`src/verilog/bwcr_pkg.sv`:
```
package bwcr_pkg;
    // configuration dword offsets
    localparam logic [7:0] BWCR_OFS_PREF_WIN = 8'h24;
    localparam logic [7:0] BWCR_OFS_PREF_BOT_HI = 8'h28;
    localparam logic [7:0] BWCR_OFS_PREF_TOP_HI = 8'h2C;
    localparam logic [7:0] BWCR_OFS_IO_HI = 8'h30;
    localparam logic [7:0] BWCR_OFS_CAP_PTR = 8'h34;
    // field positions inside the prefetch window word
    localparam int BWCR_PBOT_LSB = 4;
    localparam int BWCR_PTOP_LSB = 20;
    localparam int BWCR_PTOP_ADDR_LSB = 16;
    // field positions inside the io upper word
    localparam int BWCR_IOTOP_LSB = 16;
    // reset and fixed values
    localparam logic [3:0] BWCR_ADDR64_CODE = 4'h1;
    localparam logic [7:0] BWCR_CAP_PTR_VAL = 8'hDC;
    localparam logic [11:0] BWCR_PFIELD_RST = 12'h000;
    localparam logic [31:0] BWCR_HI_WORD_RST = 32'h0000_0000;
    localparam logic [15:0] BWCR_IO_HALF_RST = 16'h0000;
    // implied low address bits of the windows
    localparam logic [19:0] BWCR_MEM_LOW_BOT = 20'h00000;
    localparam logic [19:0] BWCR_MEM_LOW_TOP = 20'hFFFFF;
    localparam logic [11:0] BWCR_IO_LOW_BOT = 12'h000;
    localparam logic [11:0] BWCR_IO_LOW_TOP = 12'hFFF;
endpackage : bwcr_pkg

```
`src/verilog/bwcr_win_if.sv`:
```
// assembled windows travel to the decoder, hit flags come back
interface bwcr_win_if;
    logic [63:0] mem_bottom; // full 64-bit prefetch bottom
    logic [63:0] mem_top; // full 64-bit prefetch top
    logic [31:0] io_bottom; // full 32-bit io bottom
    logic [31:0] io_top; // full 32-bit io top
    logic [63:0] addr; // address under test
    logic mem_in; // address inside prefetch window
    logic io_in; // address inside io window
    modport regs (output mem_bottom, output mem_top, output io_bottom, output io_top,
                  output addr, input mem_in, input io_in);
    modport dec (input mem_bottom, input mem_top, input io_bottom, input io_top,
                 input addr, output mem_in, output io_in);
endinterface : bwcr_win_if
```
`src/verilog/bwcr_decode.sv`:
```
// window compare, purely combinational
module bwcr_decode (
    // window and address bundle
    bwcr_win_if.dec win
);
    import bwcr_pkg::*;

    // inclusive range test on both ends
    function automatic logic bwcr_in_range(input logic [63:0] a, input logic [63:0] lo,
                                           input logic [63:0] hi);
        bwcr_in_range = (a >= lo) && (a <= hi);
    endfunction : bwcr_in_range

    // memory window uses the whole 64-bit address
    assign win.mem_in = bwcr_in_range(win.addr, win.mem_bottom, win.mem_top);
    // io space is only 32 bits wide, upper address must be zero
    assign win.io_in = bwcr_in_range(win.addr, {32'h0000_0000, win.io_bottom},
                                     {32'h0000_0000, win.io_top});
endmodule : bwcr_decode

```
`src/verilog/bwcr_regs.sv`:
```
//Contract
//- prefetch bottom: 12 writable bits, low zero
//- prefetch top: 12 writable bits, low ones
//- prefetch window steers memory forwarding
//- upper 32 bits of bottom, reset zero
//- upper 32 bits of top, reset zero
//- io bottom upper half, reset zero
//- io top upper half, reset zero
//- capability pointer reads fixed DCh
//- io top low twelve bits ones
module bwcr_regs (
    // clock, reset, enable
    input wire logic clk,
    input wire logic rst_n,
    input wire logic ce,
    // configuration access from the primary side
    input wire logic cfg_wr,
    input wire logic cfg_rd,
    input wire logic [7:0] cfg_offset,
    input wire logic [3:0] cfg_byte_en,
    input wire logic [31:0] cfg_wdata,
    output logic [31:0] cfg_rdata,
    // lower io window bits from the io base/limit register
    input wire logic [3:0] io_base_low,
    input wire logic [3:0] io_limit_low,
    // forwarding decode
    input wire logic [63:0] fwd_addr,
    output logic mem_hit,
    output logic io_hit
);
    import bwcr_pkg::*;

    // reset release synchroniser
    logic rst_meta_reg;
    logic rst_sync_n;
    // writable fields
    logic [11:0] pref_bot_reg; // address bits 31:20 of bottom
    logic [11:0] pref_top_reg; // address bits 31:20 of top
    logic [31:0] pref_bot_hi_reg; // address bits 63:32 of bottom
    logic [31:0] pref_top_hi_reg; // address bits 63:32 of top
    logic [15:0] io_bot_hi_reg; // io bottom bits 31:16
    logic [15:0] io_top_hi_reg; // io top bits 31:16
    logic [31:0] rdata_next;
    logic [31:0] pref_word;
    logic [31:0] pref_merged; // 24h word after byte-lane merge
    logic [31:0] io_merged; // 30h word after byte-lane merge
    bwcr_win_if win ();

    // byte-lane merge for a write
    function automatic logic [31:0] bwcr_merge(input logic [31:0] old_v,
                                               input logic [31:0] new_v,
                                               input logic [3:0] be);
        logic [31:0] m;
        m = {{8{be[3]}}, {8{be[2]}}, {8{be[1]}}, {8{be[0]}}};
        bwcr_merge = (new_v & m) | (old_v & ~m);
    endfunction : bwcr_merge

    // release reset through two flops, assert asynchronously
    always_ff @(posedge clk or negedge rst_n) begin
        if (!rst_n) begin
            rst_meta_reg <= 1'b0;
            rst_sync_n <= 1'b0;
        end else begin
            rst_meta_reg <= 1'b1;
            rst_sync_n <= rst_meta_reg;
        end
    end

    // the shared word at 24h as software sees it
    assign pref_word = {pref_top_reg, BWCR_ADDR64_CODE, pref_bot_reg, BWCR_ADDR64_CODE};

    // merged words, sliced below; a function result cannot be part-selected directly
    assign pref_merged = bwcr_merge(pref_word, cfg_wdata, cfg_byte_en);
    assign io_merged = bwcr_merge({io_top_hi_reg, io_bot_hi_reg}, cfg_wdata, cfg_byte_en);

    // prefetch base and limit word, low nibbles never stored
    always_ff @(posedge clk or negedge rst_sync_n) begin
        if (!rst_sync_n) begin
            pref_bot_reg <= BWCR_PFIELD_RST;
            pref_top_reg <= BWCR_PFIELD_RST;
        end else if (ce && cfg_wr && cfg_offset == BWCR_OFS_PREF_WIN) begin
            // slices skip the read-only nibbles, so they stay at their code
            pref_bot_reg <= pref_merged[BWCR_PBOT_LSB +: 12];
            pref_top_reg <= pref_merged[BWCR_PTOP_LSB +: 12];
        end
    end

    // upper 32 bits of the prefetch bottom
    always_ff @(posedge clk or negedge rst_sync_n) begin
        if (!rst_sync_n) begin
            pref_bot_hi_reg <= BWCR_HI_WORD_RST;
        end else if (ce && cfg_wr && cfg_offset == BWCR_OFS_PREF_BOT_HI) begin
            pref_bot_hi_reg <= bwcr_merge(pref_bot_hi_reg, cfg_wdata, cfg_byte_en);
        end
    end

    // upper 32 bits of the prefetch top
    always_ff @(posedge clk or negedge rst_sync_n) begin
        if (!rst_sync_n) begin
            pref_top_hi_reg <= BWCR_HI_WORD_RST;
        end else if (ce && cfg_wr && cfg_offset == BWCR_OFS_PREF_TOP_HI) begin
            pref_top_hi_reg <= bwcr_merge(pref_top_hi_reg, cfg_wdata, cfg_byte_en);
        end
    end

    // io upper halves share one dword
    always_ff @(posedge clk or negedge rst_sync_n) begin
        if (!rst_sync_n) begin
            io_bot_hi_reg <= BWCR_IO_HALF_RST;
            io_top_hi_reg <= BWCR_IO_HALF_RST;
        end else if (ce && cfg_wr && cfg_offset == BWCR_OFS_IO_HI) begin
            io_bot_hi_reg <= io_merged[15:0];
            io_top_hi_reg <= io_merged[BWCR_IOTOP_LSB +: 16];
        end
    end

    // read mux, unmapped offsets read zero
    always_comb begin
        case (cfg_offset)
            BWCR_OFS_PREF_WIN: rdata_next = pref_word;
            BWCR_OFS_PREF_BOT_HI: rdata_next = pref_bot_hi_reg;
            BWCR_OFS_PREF_TOP_HI: rdata_next = pref_top_hi_reg;
            BWCR_OFS_IO_HI: rdata_next = {io_top_hi_reg, io_bot_hi_reg};
            BWCR_OFS_CAP_PTR: rdata_next = {24'h000000, BWCR_CAP_PTR_VAL};
            default: rdata_next = 32'h0000_0000;
        endcase
    end

    // read data registered, valid the cycle after cfg_rd
    always_ff @(posedge clk or negedge rst_sync_n) begin
        if (!rst_sync_n) begin
            cfg_rdata <= 32'h0000_0000;
        end else if (ce && cfg_rd) begin
            cfg_rdata <= rdata_next;
        end
    end

    // assemble full window addresses with implied low bits
    assign win.mem_bottom = {pref_bot_hi_reg, pref_bot_reg, BWCR_MEM_LOW_BOT};
    assign win.mem_top = {pref_top_hi_reg, pref_top_reg, BWCR_MEM_LOW_TOP};
    assign win.io_bottom = {io_bot_hi_reg, io_base_low, BWCR_IO_LOW_BOT};
    assign win.io_top = {io_top_hi_reg, io_limit_low, BWCR_IO_LOW_TOP};
    assign win.addr = fwd_addr;

    // the compare sits in its own module so it can be reused per port
    bwcr_decode u_decode (
        .win(win)
    );

    // hit flags registered; one cycle of latency is cheaper than a long compare path
    always_ff @(posedge clk or negedge rst_sync_n) begin
        if (!rst_sync_n) begin
            mem_hit <= 1'b0;
            io_hit <= 1'b0;
        end else if (ce) begin
            mem_hit <= win.mem_in;
            io_hit <= win.io_in;
        end
    end

    // capability pointer reads its fixed value
    cap_ptr_a: assert property (@(posedge clk) disable iff (!rst_sync_n)
        (ce && cfg_rd && cfg_offset == BWCR_OFS_CAP_PTR) |=> cfg_rdata == 32'h0000_00DC)
        else $error("capability pointer read wrong");

    // read-only nibbles always report 64-bit code
    low_nibble_a: assert property (@(posedge clk) disable iff (!rst_sync_n)
        (ce && cfg_rd && cfg_offset == BWCR_OFS_PREF_WIN)
        |=> (cfg_rdata[3:0] == 4'h1 && cfg_rdata[19:16] == 4'h1))
        else $error("prefetch low nibble not one");

    // full write to bottom high word is stored
    bot_hi_wr_a: assert property (@(posedge clk) disable iff (!rst_sync_n)
        (ce && cfg_wr && cfg_offset == 8'h28 && cfg_byte_en == 4'hF)
        |=> pref_bot_hi_reg == $past(cfg_wdata))
        else $error("bottom high word not written");

    // top high word readback after full write
    top_hi_rd_a: assert property (@(posedge clk) disable iff (!rst_sync_n)
        (ce && cfg_wr && cfg_offset == 8'h2C && cfg_byte_en == 4'hF)
        ##1 (ce && cfg_rd && cfg_offset == 8'h2C && !cfg_wr)
        |=> cfg_rdata == $past(cfg_wdata, 2))
        else $error("top high word readback wrong");

    // io halves land in the right lanes
    io_half_a: assert property (@(posedge clk) disable iff (!rst_sync_n)
        (ce && cfg_wr && cfg_offset == 8'h30 && cfg_byte_en == 4'h3)
        |=> (io_bot_hi_reg == $past(cfg_wdata[15:0])
             && io_top_hi_reg == $past(io_top_hi_reg)))
        else $error("io bottom half write wrong");

    // io top upper half write
    io_top_a: assert property (@(posedge clk) disable iff (!rst_sync_n)
        (ce && cfg_wr && cfg_offset == 8'h30 && cfg_byte_en == 4'hC)
        |=> io_top_hi_reg == $past(cfg_wdata[31:16]))
        else $error("io top half write wrong");

    // implied bits of the memory window and of the io top
    win_low_a: assert property (@(posedge clk) disable iff (!rst_sync_n)
        win.mem_bottom[19:0] == 20'h00000 && win.mem_top[19:0] == 20'hFFFFF
        && win.io_top[11:0] == 12'hFFF && win.io_top[15:12] == io_limit_low)
        else $error("implied window bits wrong");

    // memory hit follows the inclusive compare one cycle later
    // the edge that releases reset still holds the flags cleared, so it starts no attempt
    mem_hit_a: assert property (@(posedge clk) disable iff (!rst_sync_n)
        (ce && rst_sync_n) |=> mem_hit == ($past(fwd_addr) >= $past(win.mem_bottom)
                           && $past(fwd_addr) <= $past(win.mem_top)))
        else $error("memory hit mismatch");

    // a frozen clock enable holds the hit flags
    hit_hold_a: assert property (@(posedge clk) disable iff (!rst_sync_n)
        !ce |=> ($stable(mem_hit) && $stable(io_hit)))
        else $error("hit changed while disabled");
endmodule : bwcr_regs

```
`config.mk`:
```
export PLATFORM = sky130hd
export DESIGN_NAME = bwcr_regs
export DESIGN_NICKNAME = d
export VERILOG_FILES = /design/src/verilog/bwcr_pkg.sv /design/src/verilog/bwcr_win_if.sv /design/src/verilog/bwcr_decode.sv /design/src/verilog/bwcr_regs.sv
export SDC_FILE = /design/constraint.sdc
export NUM_CORES = 1
export LEC_CHECK = 0
export ABC_CLOCK_PERIOD_IN_PS = 13400
export BUFFER_PORTS_ARGS = -buffer_cell sky130_fd_sc_hd__buf_2
export CORE_MARGIN = 5
export CORE_UTILIZATION = 30
export DETAILED_ROUTE_END_ITERATION = 10
export GPL_TIMING_DRIVEN = 0
export PLACE_DENSITY_LB_ADDON = 0.08
export SLEW_MARGIN = 10
export SYNTH_ARGS = -nofsm -noshare
export SYNTH_HDL_FRONTEND = slang
export SYNTH_SLANG_ARGS = --single-unit
```
`constraint.sdc`:
```
create_clock -name clk -period 13.4 [get_ports clk]
set_input_delay 2.01 -clock clk [delete_from_list [all_inputs] [get_ports clk]]
set_output_delay 2.01 -clock clk [all_outputs]
set_load 0.05 [all_outputs]
```
# Word-level counts from Yosys, hierarchy flattened
# Cells that the tools add are included.
# W data, S select, Z words.
[classes]
n_lt_le_gt_ge = 4
eq_ne = 5
mux = 1
n_bitwise = 10
reduce_logical = 8
[op_table]
columns = ["op", "n"]
rows = [
  ["$and A32 B32 Y32", 5],
  ["$pmux W32 S5", 1],
  ["$or A32 B32 Y32", 4],
  ["$ge A64 B32 Y1", 1],
  ["$ge A64 B64 Y1", 1],
  ["$le A64 B32 Y1", 1],
  ["$le A64 B64 Y1", 1],
  ["$eq A8 B6 Y1 const B", 5],
  ["$not A32 Y32", 1],
  ["$logic_and A1 B1 Y1", 8],
]
[word_totals]
regBits = 156
input_bits = 121
wordCells = 39

# Logic depth before layout (Yosys ltp)
# Gate-level depths: netlist of run 1.
[logic_depth]
depth_word = 3
depth_mapped = 8
depth_no_buf = 8

# By module
# From an unflattened synthesis of run 1, not the netlist that was laid out.
[unflattened]
cells_unflattened = 1173
hier_area_um2 = 11628.7
[by_module_without_submodules]
columns = ["module", "instances", "cells_per_inst", "area_each_um2", "seq_area_each_um2"]
rows = [
  ["bwcr_regs", 1, 501, 6786.5, 3903.7],
  ["bwcr_decode", 1, 672, 4842.1, 0.0],
]

# Worst setup path before layout of run 1
# OpenSTA, ideal clock, no wires.
[synth_timing]
path_type = "input port to flip-flop"
from = "in cfg_offset[1]"
to = "reg with a tool-made name"
setup_ps = 125
arrival_time_ps = 3510
required_time_ps = 13275
path_slack_ps = 9765
path_stages = 5
path_buffers = 0
cell_sequence = "or4_4 -> nor3_1 -> nand2_1 -> nor2_1 -> mux2_2"
[synth_lines]
columns = ["item", "line_no", "rtl"]
rows = [
  ["start, declared", "bwcr_regs.sv:19", "input wire logic [7:0] cfg_offset,"],
]

# Worst setup path in the final report of run 1
[layout_timing]
from = "in cfg_offset[3]"
to = "reg cfg_rdata[29]"
[layout_between]
elab_chain_len = 2
elab_cells_between_ends = 6
classes_between = "eq/ne: 5; mux: 1"
[layout_rtl]
columns = ["item", "line_no", "rtl"]
rows = [
  ["$eq A8 B6 Y1", "bwcr_regs.sv:119", "case (cfg_offset)"],
  ["$pmux W32 S5 *", "bwcr_regs.sv:119", ""],
  ["end signal, assigned", "bwcr_regs.sv:134", "cfg_rdata <= rdata_next;"],
  ["end, declared", "bwcr_regs.sv:22", "output logic [31:0] cfg_rdata,"],
]
# Mark *: on every way between the ends. The rest lies on a longest branch, timed or not.
# A chain may end at the register's enable or synchronous reset.

==> impl_metrics.yaml, run 1 <==
outcome:
  outcome: "complete, no violations"
floorplan:
  chipHeight_um: 190.5
  dieWidth_um: 190.5
  floorplan.io_pins: 155
  initial_utilization_pct: 30.18
  die-area_sq_um: 36270
  design.core.area_sq_um: 32370
  core.rowCount: 66
routing:
  avgRoutedWirePerCell_um: 21.69
  detailedRoute.firstIterationViolations: 618
  dr.pass1.iters: 7
  route.antenna.remaining_nets: 0
  via_per_inst: 5.059
  route.vias.total: 8864
  finalWirelength_mm: 37.99
  route.detailed.drc: 0
synth:
  yosysTopAreaCell: "dfrtp_1"
  synth-edff-count: 0
  seq_area_frac_synth_pct: 39.96
  ys_seq_elements: 156
  synth_fp_nets: 1369
  async_reset_ff_share_pct: 100.0
  syn-cell-area_sq_um: 9769
  synth.most_common_cell: "nand2_1"
  ys_top_cells_by_area: "dfrtp_1, ha_1, o21ai_0, nand2_1, inv_1"
  synth_largest_type_area_fraction_pct: 39.96
  synth_commonest_cells: "nand2_1, dfrtp_1, o21ai_0"
  synth_cell_types: 58
  syn-mean-instance-area_sq_um: 8.723
  syn_inst: 1120
  synth_ff_type: "dfrtp_1"
  synth.yosys.warnings: 0
placed_design:
  dpl_cell_area_sq_um: 11170
  gpl.final_weighted_congestion: 0.8657
  post-dp-hpwl_mm: 30.55
  numPlacedInstances: 1718
  numPortBuffers: 152
  dp_worst_setup_slack_ns: 9.089
pwr:
  report.power.total_mw: 1.160
  power.static_leakage_nw: 5.922
  ir_drop_uv: 89.05
  cellPowerDensity_nw_per_um2: 98.18
layout:
  flow.area_growth_from_synthesis_pct: 20.94
  design.final.nets: 1544
  post_route_cell_area_sq_um: 11820
  final_cell_count_no_fill: 1752
  drive_above_1_share_pct: 17.58
  post-route-util_pct: 36.50
clock_network:
  cts_setup_buffers: 0
  cts.sink_count: 156
  clkSlewWorstSetupHoldPaths_ns: 0.07
  cts-hold-fix-buffers: 0
  clkLatencyLatePin_ns: 0.45
  postCtsResizedCells: 0
  clockRootBuffer: "clkbuf_16"
  cts_tree: "done"
  clk_path_buf_depth: 2
  cts_buffers: 17
  cts-htree-levels: 4
timing:
  worstMarginPinSlew_ns: 0.9279
  final_max_slew_violation_count: 0
  report.final.hold_viol_count: 0
  layout_worst_path_cycle_share_pct: 28.72
  final.setup_skew_ns: 0.01245
  aggregate_negative_setup_slack_ns: 0
  postLayoutSetupSlackWorst_ns: 9.551
  final.hold.worst_slack_ns: 0.3494
  max_clock_freq_mhz: 259.8
  timing.max_slew.rel_slack_pct: 38.14
  period_needed_ns: 3.849
  setup_violations: 0
  grt_setup_unrepaired: "no"
worst_setup_path:
  worstSetupStartpointType: "primary input"
  worst_setup_path_end_kind: "register"
  worst-endpoint-required_ns: 13.77
  worst_path_max_delay_cell: "clkbuf_1"
  cp_common_cell: "clkbuf_1"
  crit_fanout: 10
  slowest_delay_ns: 0.67
  path_cells: "clkbuf_1 -> inv_1 -> nor4_4 -> clkbuf_1 -> a222oi_1 -> o21ai_0"
  critical_path_arrival_ns: 4.22
  setup.worst_path.class: "in2reg"
worst_hold_path:
  min-delay-path-class: "reg2reg"
global_routing:
  grt_pass1_wl_mm: 56.72
  globalRoute.totalOverflow: 0
  grt_pass1_vias: 8951
  grt_antenna_before_repair: 0
  grt_start_max_net_pins: 43
  grt_usage_pct: 21.12
job:
  max-cap-violations: 0
-- per-layer routing --
metal / track usage [%] / share of wire (%) / up-vias
met2: 34.53 / 47 / 196
met5: 0 / 0 / -
met3: 3.808 / 4.6 / 25
met1: 29.27 / 47 / 4327
met4: 4.807 / 1.4 / 0
li1: - / - / 4316
-- placed cells by master, fill, tap and decap left out, drive strengths merged, types with 3 or more instances in the layout --
| cell type | n |
|---|---|
| buf | 181 |
| a221oi | 21 |
| a21oi | 48 |
| nand4b | 3 |
| inv | 133 |
| a222oi | 8 |
| nor2 | 55 |
| nor2b | 5 |
| nor3 | 10 |
| a211oi | 4 |
| a31oi | 5 |
| mux2i | 3 |
| nand2 | 191 |
| o211ai | 4 |
| nand2b | 3 |
| clkinv | 5 |
| o21ai | 172 |
| a21o | 12 |
| a22oi | 19 |
| a22o | 4 |
| ha | 128 |
| nand3 | 18 |
| bufinv | 5 |
| nand4 | 29 |
| clkbuf | 33 |
| nor4 | 16 |
| dfrtp | 156 |
| o32ai | 4 |
-- area by class of cell --
type / instances / area, sq um
flip-flops and latches: 156 / 3908
inverters: 133 / 499.2
well taps: 442 / 553.0
clock inverters: 12 / 193.9
repair buffers: 156 / 835.8
clock buffers: 20 / 446.7
fillers: 3493 / 20560
multi-input cells: 793 / 5200
diodes: 2 / 5.005
plain buffers: 38 / 173.9
-- power breakdown --
group	total (mW)	switching, mW	internal, mW	leakage (nW)
combinational	0.125	0.0824	0.0430	4.04
sequential	0.491	0.00925	0.481	1.57
clock	0.544	0.210	0.334	0.310
total	1.16	0.301	0.859	5.92
-- worst max-delay path: cells and delay by family --
family / cells / cell delay [ns]
compound gates: 2 / 0.53
simple gates: 1 / 0.42
buf+inv: 3 / 1.24
-- cell families (layout without fill, tap and decap cells) --
family | after synthesis | in the layout | synth area share [%]
AOI/OAI and AO/OA | 321 | 321 | 19.75
adders and majority gates | 128 | 128 | 16.39
buffers and inverters | 171 | 359 | 6.890
DFF | 156 | 156 | 39.96
muxes | 4 | 4 | 0.4226
other | 1 | 3 | 0.03839
and+or+nand+nor | 339 | 339 | 16.55
-- path summary, 6_finish.rpt --
kind,cells after the start,slack (ns),to,start
setup / recovery,6,9.55,cfg_rdata[29]$_DFFE_PN0P_,cfg_offset[3]
min in group asynchronous,0,0.36,async pin,rst_sync_n$_DFF_PN0_
setup reg to reg,8,10.91,mem_hit$_DFFE_PN0P_,register
max in group asynchronous,1,11.95,rst_sync_n$_DFF_PN0_,rst_n
hold reg to reg,0,0.35,rst_sync_n$_DFF_PN0_,rst_meta_reg$_DFF_PN0_
hold / removal,0,0.35,rst_sync_n$_DFF_PN0_,rst_meta_reg$_DFF_PN0_
No activity file was read; power rests on OpenSTA's default activity.
==> run 2: changes to the inputs <==
--- a/config.mk
+++ b/config.mk
@@ -5,7 +5,7 @@
 export SDC_FILE = /design/constraint.sdc
 export NUM_CORES = 1
 export LEC_CHECK = 0
-export ABC_CLOCK_PERIOD_IN_PS = 13400
+export ABC_CLOCK_PERIOD_IN_PS = 3750
 export BUFFER_PORTS_ARGS = -buffer_cell sky130_fd_sc_hd__buf_2
 export CORE_MARGIN = 5
 export CORE_UTILIZATION = 30
==> constraint.sdc (replaced) <==
create_clock -name clk -period 3.75 [get_ports clk]
set_input_delay 0.5625 -clock clk [delete_from_list [all_inputs] [get_ports clk]]
set_output_delay 0.5625 -clock clk [all_outputs]
set_load 0.05 [all_outputs]
==> run 2 against run 1 <==
Combinational power grew to 3.6 times the previous value. Via count rose by 0.20%. Cell area is 0.37% lower. Clock-buffer cell count decreased by 1. Sequential cell count stayed put. Die area is the same. Clock skew is 0.0048 ns lower. Non-clock buffer count up 1. Sequential power rose to 3.6 times the previous value. Register-to-register slack worse by 9.6 ns. Critical path type is now reg2reg. Critical endpoint is now mem_hit$_DFFE_PN0P_. Highest routed layer unchanged.
==> impl_metrics.yaml, run 2 (same netlist as run 1, synthesis figures left out) <==
pwr:
  comb_power_share_pct: 11.3
  share_seq_of_total_power_pct: 44.0
  ir_drop_uv: 338.1
  switchingPower_mw: 1.071
  cellInternalPower_mw: 2.913
  power.switching_fraction_pct: 26.88
  clkPwrFrac_pct: 44.7
  power.static_leakage_nw: 5.894
  cellPowerDensity_nw_per_um2: 338.5
clock_network:
  cts-htree-levels: 4
  cts-hold-fix-buffers: 1
  postCtsResizedCells: 0
  clockRootBuffer: "clkbuf_16"
  cts_tree: "done"
  cts_setup_buffers: 0
  clkLatencyLatePin_ns: 0.44
  clk_path_buf_depth: 2
  cts.sink_count: 156
  cts_buffers: 17
  clkSlewWorstSetupHoldPaths_ns: 0.07
routing:
  avgRoutedWirePerCell_um: 21.59
  via_per_inst: 5.073
  finalWirelength_mm: 37.80
  route.vias.total: 8882
  route.antenna.remaining_nets: 0
  detailedRoute.firstIterationViolations: 501
  route.detailed.drc: 0
  dr.pass1.iters: 5
global_routing:
  grt_start_max_net_pins: 44
  grt_pass1_wl_mm: 56.56
  globalRoute.totalOverflow: 0
  grt_usage_pct: 21.06
  grt_antenna_before_repair: 0
  grt_pass1_vias: 8910
floorplan:
  dieWidth_um: 190.5
  floorplan.io_pins: 155
  chipHeight_um: 190.5
  die-area_sq_um: 36270
  core.rowCount: 66
  initial_utilization_pct: 30.18
  design.core.area_sq_um: 32370
worst_setup_path:
  critical_path_arrival_ns: 2.73
  setup.worst_path.class: "reg2reg"
  crit_fanout: 2
  worstSetupStartpointType: "register"
  critPathCapture: "mem_hit$_DFFE_PN0P_"
  r2r.worst_path.cells: 8
  worst_setup_path_end_kind: "register"
  worst-endpoint-required_ns: 4.06
  regToRegSetupSlack_ns: 1.33
  regToRegEndpoint: "mem_hit$_DFFE_PN0P_"
timing:
  worstMarginPinSlew_ns: 0.8936
  timing.max_slew.rel_slack_pct: 39.88
  aggregate_negative_setup_slack_ns: 0
  layout_worst_path_cycle_share_pct: 64.58
  report.final.hold_viol_count: 0
  setup_violations: 0
  period_needed_ns: 2.422
  max_clock_freq_mhz: 412.9
  grt_setup_unrepaired: "no"
  final.hold.worst_slack_ns: 0.3120
  final.setup_skew_ns: 0.007671
  final_max_slew_violation_count: 0
outcome:
  outcome: "complete, no violations"
placed_design:
  dpl_cell_area_sq_um: 11180
  post-dp-hpwl_mm: 30.30
  gpl.final_weighted_congestion: 0.8335
  numPortBuffers: 152
  numPlacedInstances: 1718
layout:
  design.final.nets: 1545
  final_cell_count_no_fill: 1751
  post-route-util_pct: 36.36
  drive_above_1_share_pct: 17.51
  post_route_cell_area_sq_um: 11770
  mostFrequentLayoutCell: "nand2_1"
  most_frequent_cells_in_the_layout: "nand2_1, buf_2, dfrtp_1"
  flow.area_growth_from_synthesis_pct: 20.49
job:
  max-cap-violations: 0
worst_hold_path:
  min-delay-path-class: "reg2async"
==> run 2: routing by layer <==
layer	vias to the layer above	GRT usage [%]	part of all wire (%)	routed length [um]
met3	30	4.449	4.9	1856
met4	0	4.724	1.7	643
li1	4324	-	-	-
met5	-	0	0	0
met1	4294	29.32	48	18040
met2	234	33.82	46	17260
==> run 2: cell type report <==
cell class	instances	area, sq um
Fill cell	3460	20600
Multi-Input combinational cell	793	5200
Sequential cell	156	3908
Timing Repair Buffer	157	853.3
Tap cell	442	553.0
Inverter	133	499.2
Clock buffer	19	432.9
Buffer	38	173.9
Clock inverter	12	148.9
Antenna cell	1	2.502
==> run 2: power by group through the flow <==
stage | Sequential (mW) | Clock, mW | Combinational, mW
CTS | 1.75 | 1.82 | 0.456
global route | 1.76 | 1.90 | 0.508
global placement | 1.81 | 0 | 0.411
floorplan | 1.79 | 0 | 0.196
finish | 1.75 | 1.78 | 0.450
detailed placement | 1.78 | 0 | 0.452
==> run 2: worst min-delay path by stage <==
stage                                         to  depth (start not counted)  slack (ns)
after floorplan           rst_meta_reg$_DFF_PN0_                          0        0.27
after global placement      rst_sync_n$_DFF_PN0_                          0        0.34
after detailed placement               async pin                          0        0.33
after CTS                              async pin                          0        0.34
after global routing                   async pin                          0        0.36
final                                  async pin                          0        0.31
==> run 2: critical path, cell delays in order (launching register included) <==
cell and delay [ns]:
dfrtp_1 0.40, inv_1 0.08, ha_1 0.28, a21oi_1 0.13, o21ai_0 0.17, a221oi_1 0.58, nor4_1 0.11, a311oi_1 0.42
a2bb2oi_1 0.12
==> run 2: through the flow <==
stage / setup slack [ns] / total power, mW
after floorplan: 1.166 / 1.990
after global placement: -0.2514 / 2.222
after detailed placement: 0.8631 / 2.235
after CTS: 1.334 / 4.032
after global routing: 1.162 / 4.159
final: 1.328 / 3.985
==> run 3: changes to the inputs <==
--- a/config.mk
+++ b/config.mk
@@ -5,7 +5,7 @@
 export SDC_FILE = /design/constraint.sdc
 export NUM_CORES = 1
 export LEC_CHECK = 0
-export ABC_CLOCK_PERIOD_IN_PS = 3750
+export ABC_CLOCK_PERIOD_IN_PS = 2200
 export BUFFER_PORTS_ARGS = -buffer_cell sky130_fd_sc_hd__buf_2
 export CORE_MARGIN = 5
 export CORE_UTILIZATION = 30
==> constraint.sdc (replaced) <==
create_clock -name clk -period 2.2 [get_ports clk]
set_input_delay 0.33 -clock clk [delete_from_list [all_inputs] [get_ports clk]]
set_output_delay 0.33 -clock clk [all_outputs]
set_load 0.05 [all_outputs]
==> run 3 against run 2 <==
Non-clock buffer count is 1 lower. Critical path depth stayed put. Sequential cell count stayed put. Global-route usage is 0.22 points lower. Clock-buffer cell count is 3 higher. Combinational power is 70% higher. Cell area hardly changed. Worst setup slack worse by 1.3 ns. Total power is 66% higher. Utilization hardly changed. Wire length is 0.43% lower. Largest cell class unchanged. Largest power group is now registers. Highest routed layer unchanged.
==> impl_metrics.yaml, run 3 (same netlist as run 1, synthesis figures left out) <==
layout:
  drive_above_1_share_pct: 18.22
  flow.area_growth_from_synthesis_pct: 20.56
  antenna-diode-count: 0
  design.final.nets: 1544
  regArea_sq_um: 3908
  mostFrequentLayoutCell: "nand2_1"
  final_cell_count_no_fill: 1748
  most_frequent_cells_in_the_layout: "nand2_1, buf_2, dfrtp_1"
  n_fill_cell: 3497
  post_route_cell_area_sq_um: 11780
  multiInputGateArea_sq_um: 5253
worst_setup_path:
  slowest_delay_ns: 0.42
  r2r.worst_path.cells: 8
  setup.worst_path.class: "reg2reg"
  critical_path_arrival_ns: 2.48
  critPathCapture: "mem_hit$_DFFE_PN0P_"
  worst_path_max_delay_cell: "or3_1"
  regToRegEndpoint: "mem_hit$_DFFE_PN0P_"
  worst_setup_path_end_kind: "register"
  crit_fanout: 3
  regToRegSetupSlack_ns: 0.03
  worst-endpoint-required_ns: 2.50
  worstSetupStartpointType: "register"
  path_cells: "inv_1 -> ha_1 -> a21oi_1 -> nand2_1 -> a22o_1 -> or3_1 -> a311oi_2 -> a2bb2oi_1"
timing:
  setup_violations: 0
  max_clock_freq_mhz: 459.8
  final.setup_skew_ns: 0.007246
  period_needed_ns: 2.175
  report.final.hold_viol_count: 0
  final_max_slew_violation_count: 0
  grt_setup_unrepaired: "yes"
  worstMarginPinSlew_ns: 0.8712
  timing.max_slew.rel_slack_pct: 41.38
  layout_worst_path_cycle_share_pct: 98.86
floorplan:
  initial_utilization_pct: 30.18
  floorplan.io_pins: 155
  chipHeight_um: 190.5
  design.core.area_sq_um: 32370
  dieWidth_um: 190.5
  core.rowCount: 66
  die-area_sq_um: 36270
clock_network:
  cts.sink_count: 156
  clk_path_buf_depth: 2
  clkLatencyLatePin_ns: 0.44
  cts_tree: "done"
  clkSlewWorstSetupHoldPaths_ns: 0.06
  clockRootBuffer: "clkbuf_16"
  cts_buffers: 17
  cts-htree-levels: 4
placed_design:
  post-dp-hpwl_mm: 30.05
  numPortBuffers: 152
  dpl_cell_area_sq_um: 11160
  gpl.final_weighted_congestion: 0.8312
  numPlacedInstances: 1717
global_routing:
  grt_start_max_net_pins: 58
  globalRoute.totalOverflow: 0
  grt_pass1_vias: 8930
  grt_antenna_before_repair: 0
  grt_pass1_wl_mm: 56.10
  grt_usage_pct: 20.83
pwr:
  comb_power_share_pct: 11.5
  cellPowerDensity_nw_per_um2: 563.0
  power.static_leakage_nw: 5.910
  switchingPower_mw: 1.783
  power.switching_fraction_pct: 26.89
  cellInternalPower_mw: 4.848
  clkPwrFrac_pct: 43.4
  ir_drop_uv: 515.8
  share_seq_of_total_power_pct: 45.1
outcome:
  outcome: "complete, no violations"
job:
  max-cap-violations: 0
routing:
  via_per_inst: 5.101
  route.detailed.drc: 0
  finalWirelength_mm: 37.64
  avgRoutedWirePerCell_um: 21.53
  route.vias.total: 8916
  detailedRoute.firstIterationViolations: 617
  route.antenna.remaining_nets: 0
  dr.pass1.iters: 5
worst_hold_path:
  min-delay-path-class: "in2reg"
  hold_path.startpoint: "cfg_wdata[1]"
## run 3: repair_timing
action | in CTS | in global routing
endpoints found under the setup margin | 1 | 28
hold endpoints to repair | 2 | 0
cloned | 0 | 0
hold buffers | 1 | 0
pin swaps | 2 | 3
buffers inserted | 0 | 0
gates resized for setup | 5 | 10
## run 3: worst min path at each step
stage                                   endpoint  slack (ns)  cells after the start
after floorplan           rst_meta_reg$_DFF_PN0_        0.03                      0
after global placement    rst_meta_reg$_DFF_PN0_        0.12                      1
after detailed placement  rst_meta_reg$_DFF_PN0_        0.12                      1
after CTS                               register        0.14                      3
after global routing                    register        0.16                      3
final                                   register        0.15                      3
## run 3: per-stage QoR
step | setup WS, ns | total power [mW] | util [%] | hold WS [ns] | TNS, ns
after floorplan | 0.2453 | 3.392 | - | 0.03441 | 0
after global placement | -1.587 | 3.788 | 34.25 | 0.1161 | -95.04
after detailed placement | -0.4287 | 3.807 | 34.47 | 0.1183 | -28.51
after CTS | 0.005282 | 6.711 | 36.26 | 0.1371 | 0
after global routing | -0.05205 | 6.921 | 36.38 | 0.1599 | -0.05205
final | 0.02500 | 6.630 | 36.38 | 0.1502 | 0
## run 3: critical path, delay by kind of cell, from the launching register on
family | cells | cell delay, ns
AND/OR/NAND/NOR | 2 | 0.49
flip-flops | 1 | 0.39
AO/OA/AOI/OAI | 4 | 0.80
buffers and inverters | 1 | 0.10
adder cells (fa/ha/maj) | 1 | 0.26
## run 3: power groups by stage
| stage | combinational (mW) | clock (mW) | sequential, mW |
|---|---|---|---|
| 6_report | 0.763 | 2.87 | 2.99 |
| 3_5_place_dp | 0.761 | 0 | 3.05 |
| 3_3_place_gp | 0.702 | 0 | 3.09 |
| 5_1_grt | 0.858 | 3.06 | 3.00 |
| 4_1_cts | 0.768 | 2.95 | 2.99 |
| 2_1_floorplan | 0.335 | 0 | 3.06 |
## run 3: cell type report
class / count / share of cell area, %
multi-input combinational: 793 / 44.60
sequential: 156 / 33.18
timing repair buffer: 156 / 7.075
tap: 442 / 4.696
inverter: 133 / 4.239
clock buffer: 22 / 4.111
buffer: 38 / 1.530
clock inverter: 8 / 0.5737
## run 3: layer usage
layer / track usage, % / up-vias / part of all wire, %
li1: - / 4330 / -
met1: 29.41 / 4323 / 48
met2: 33.71 / 238 / 46
met3: 3.863 / 25 / 4.6
met4: 4.006 / 0 / 1.3
met5: 0 / - / 0
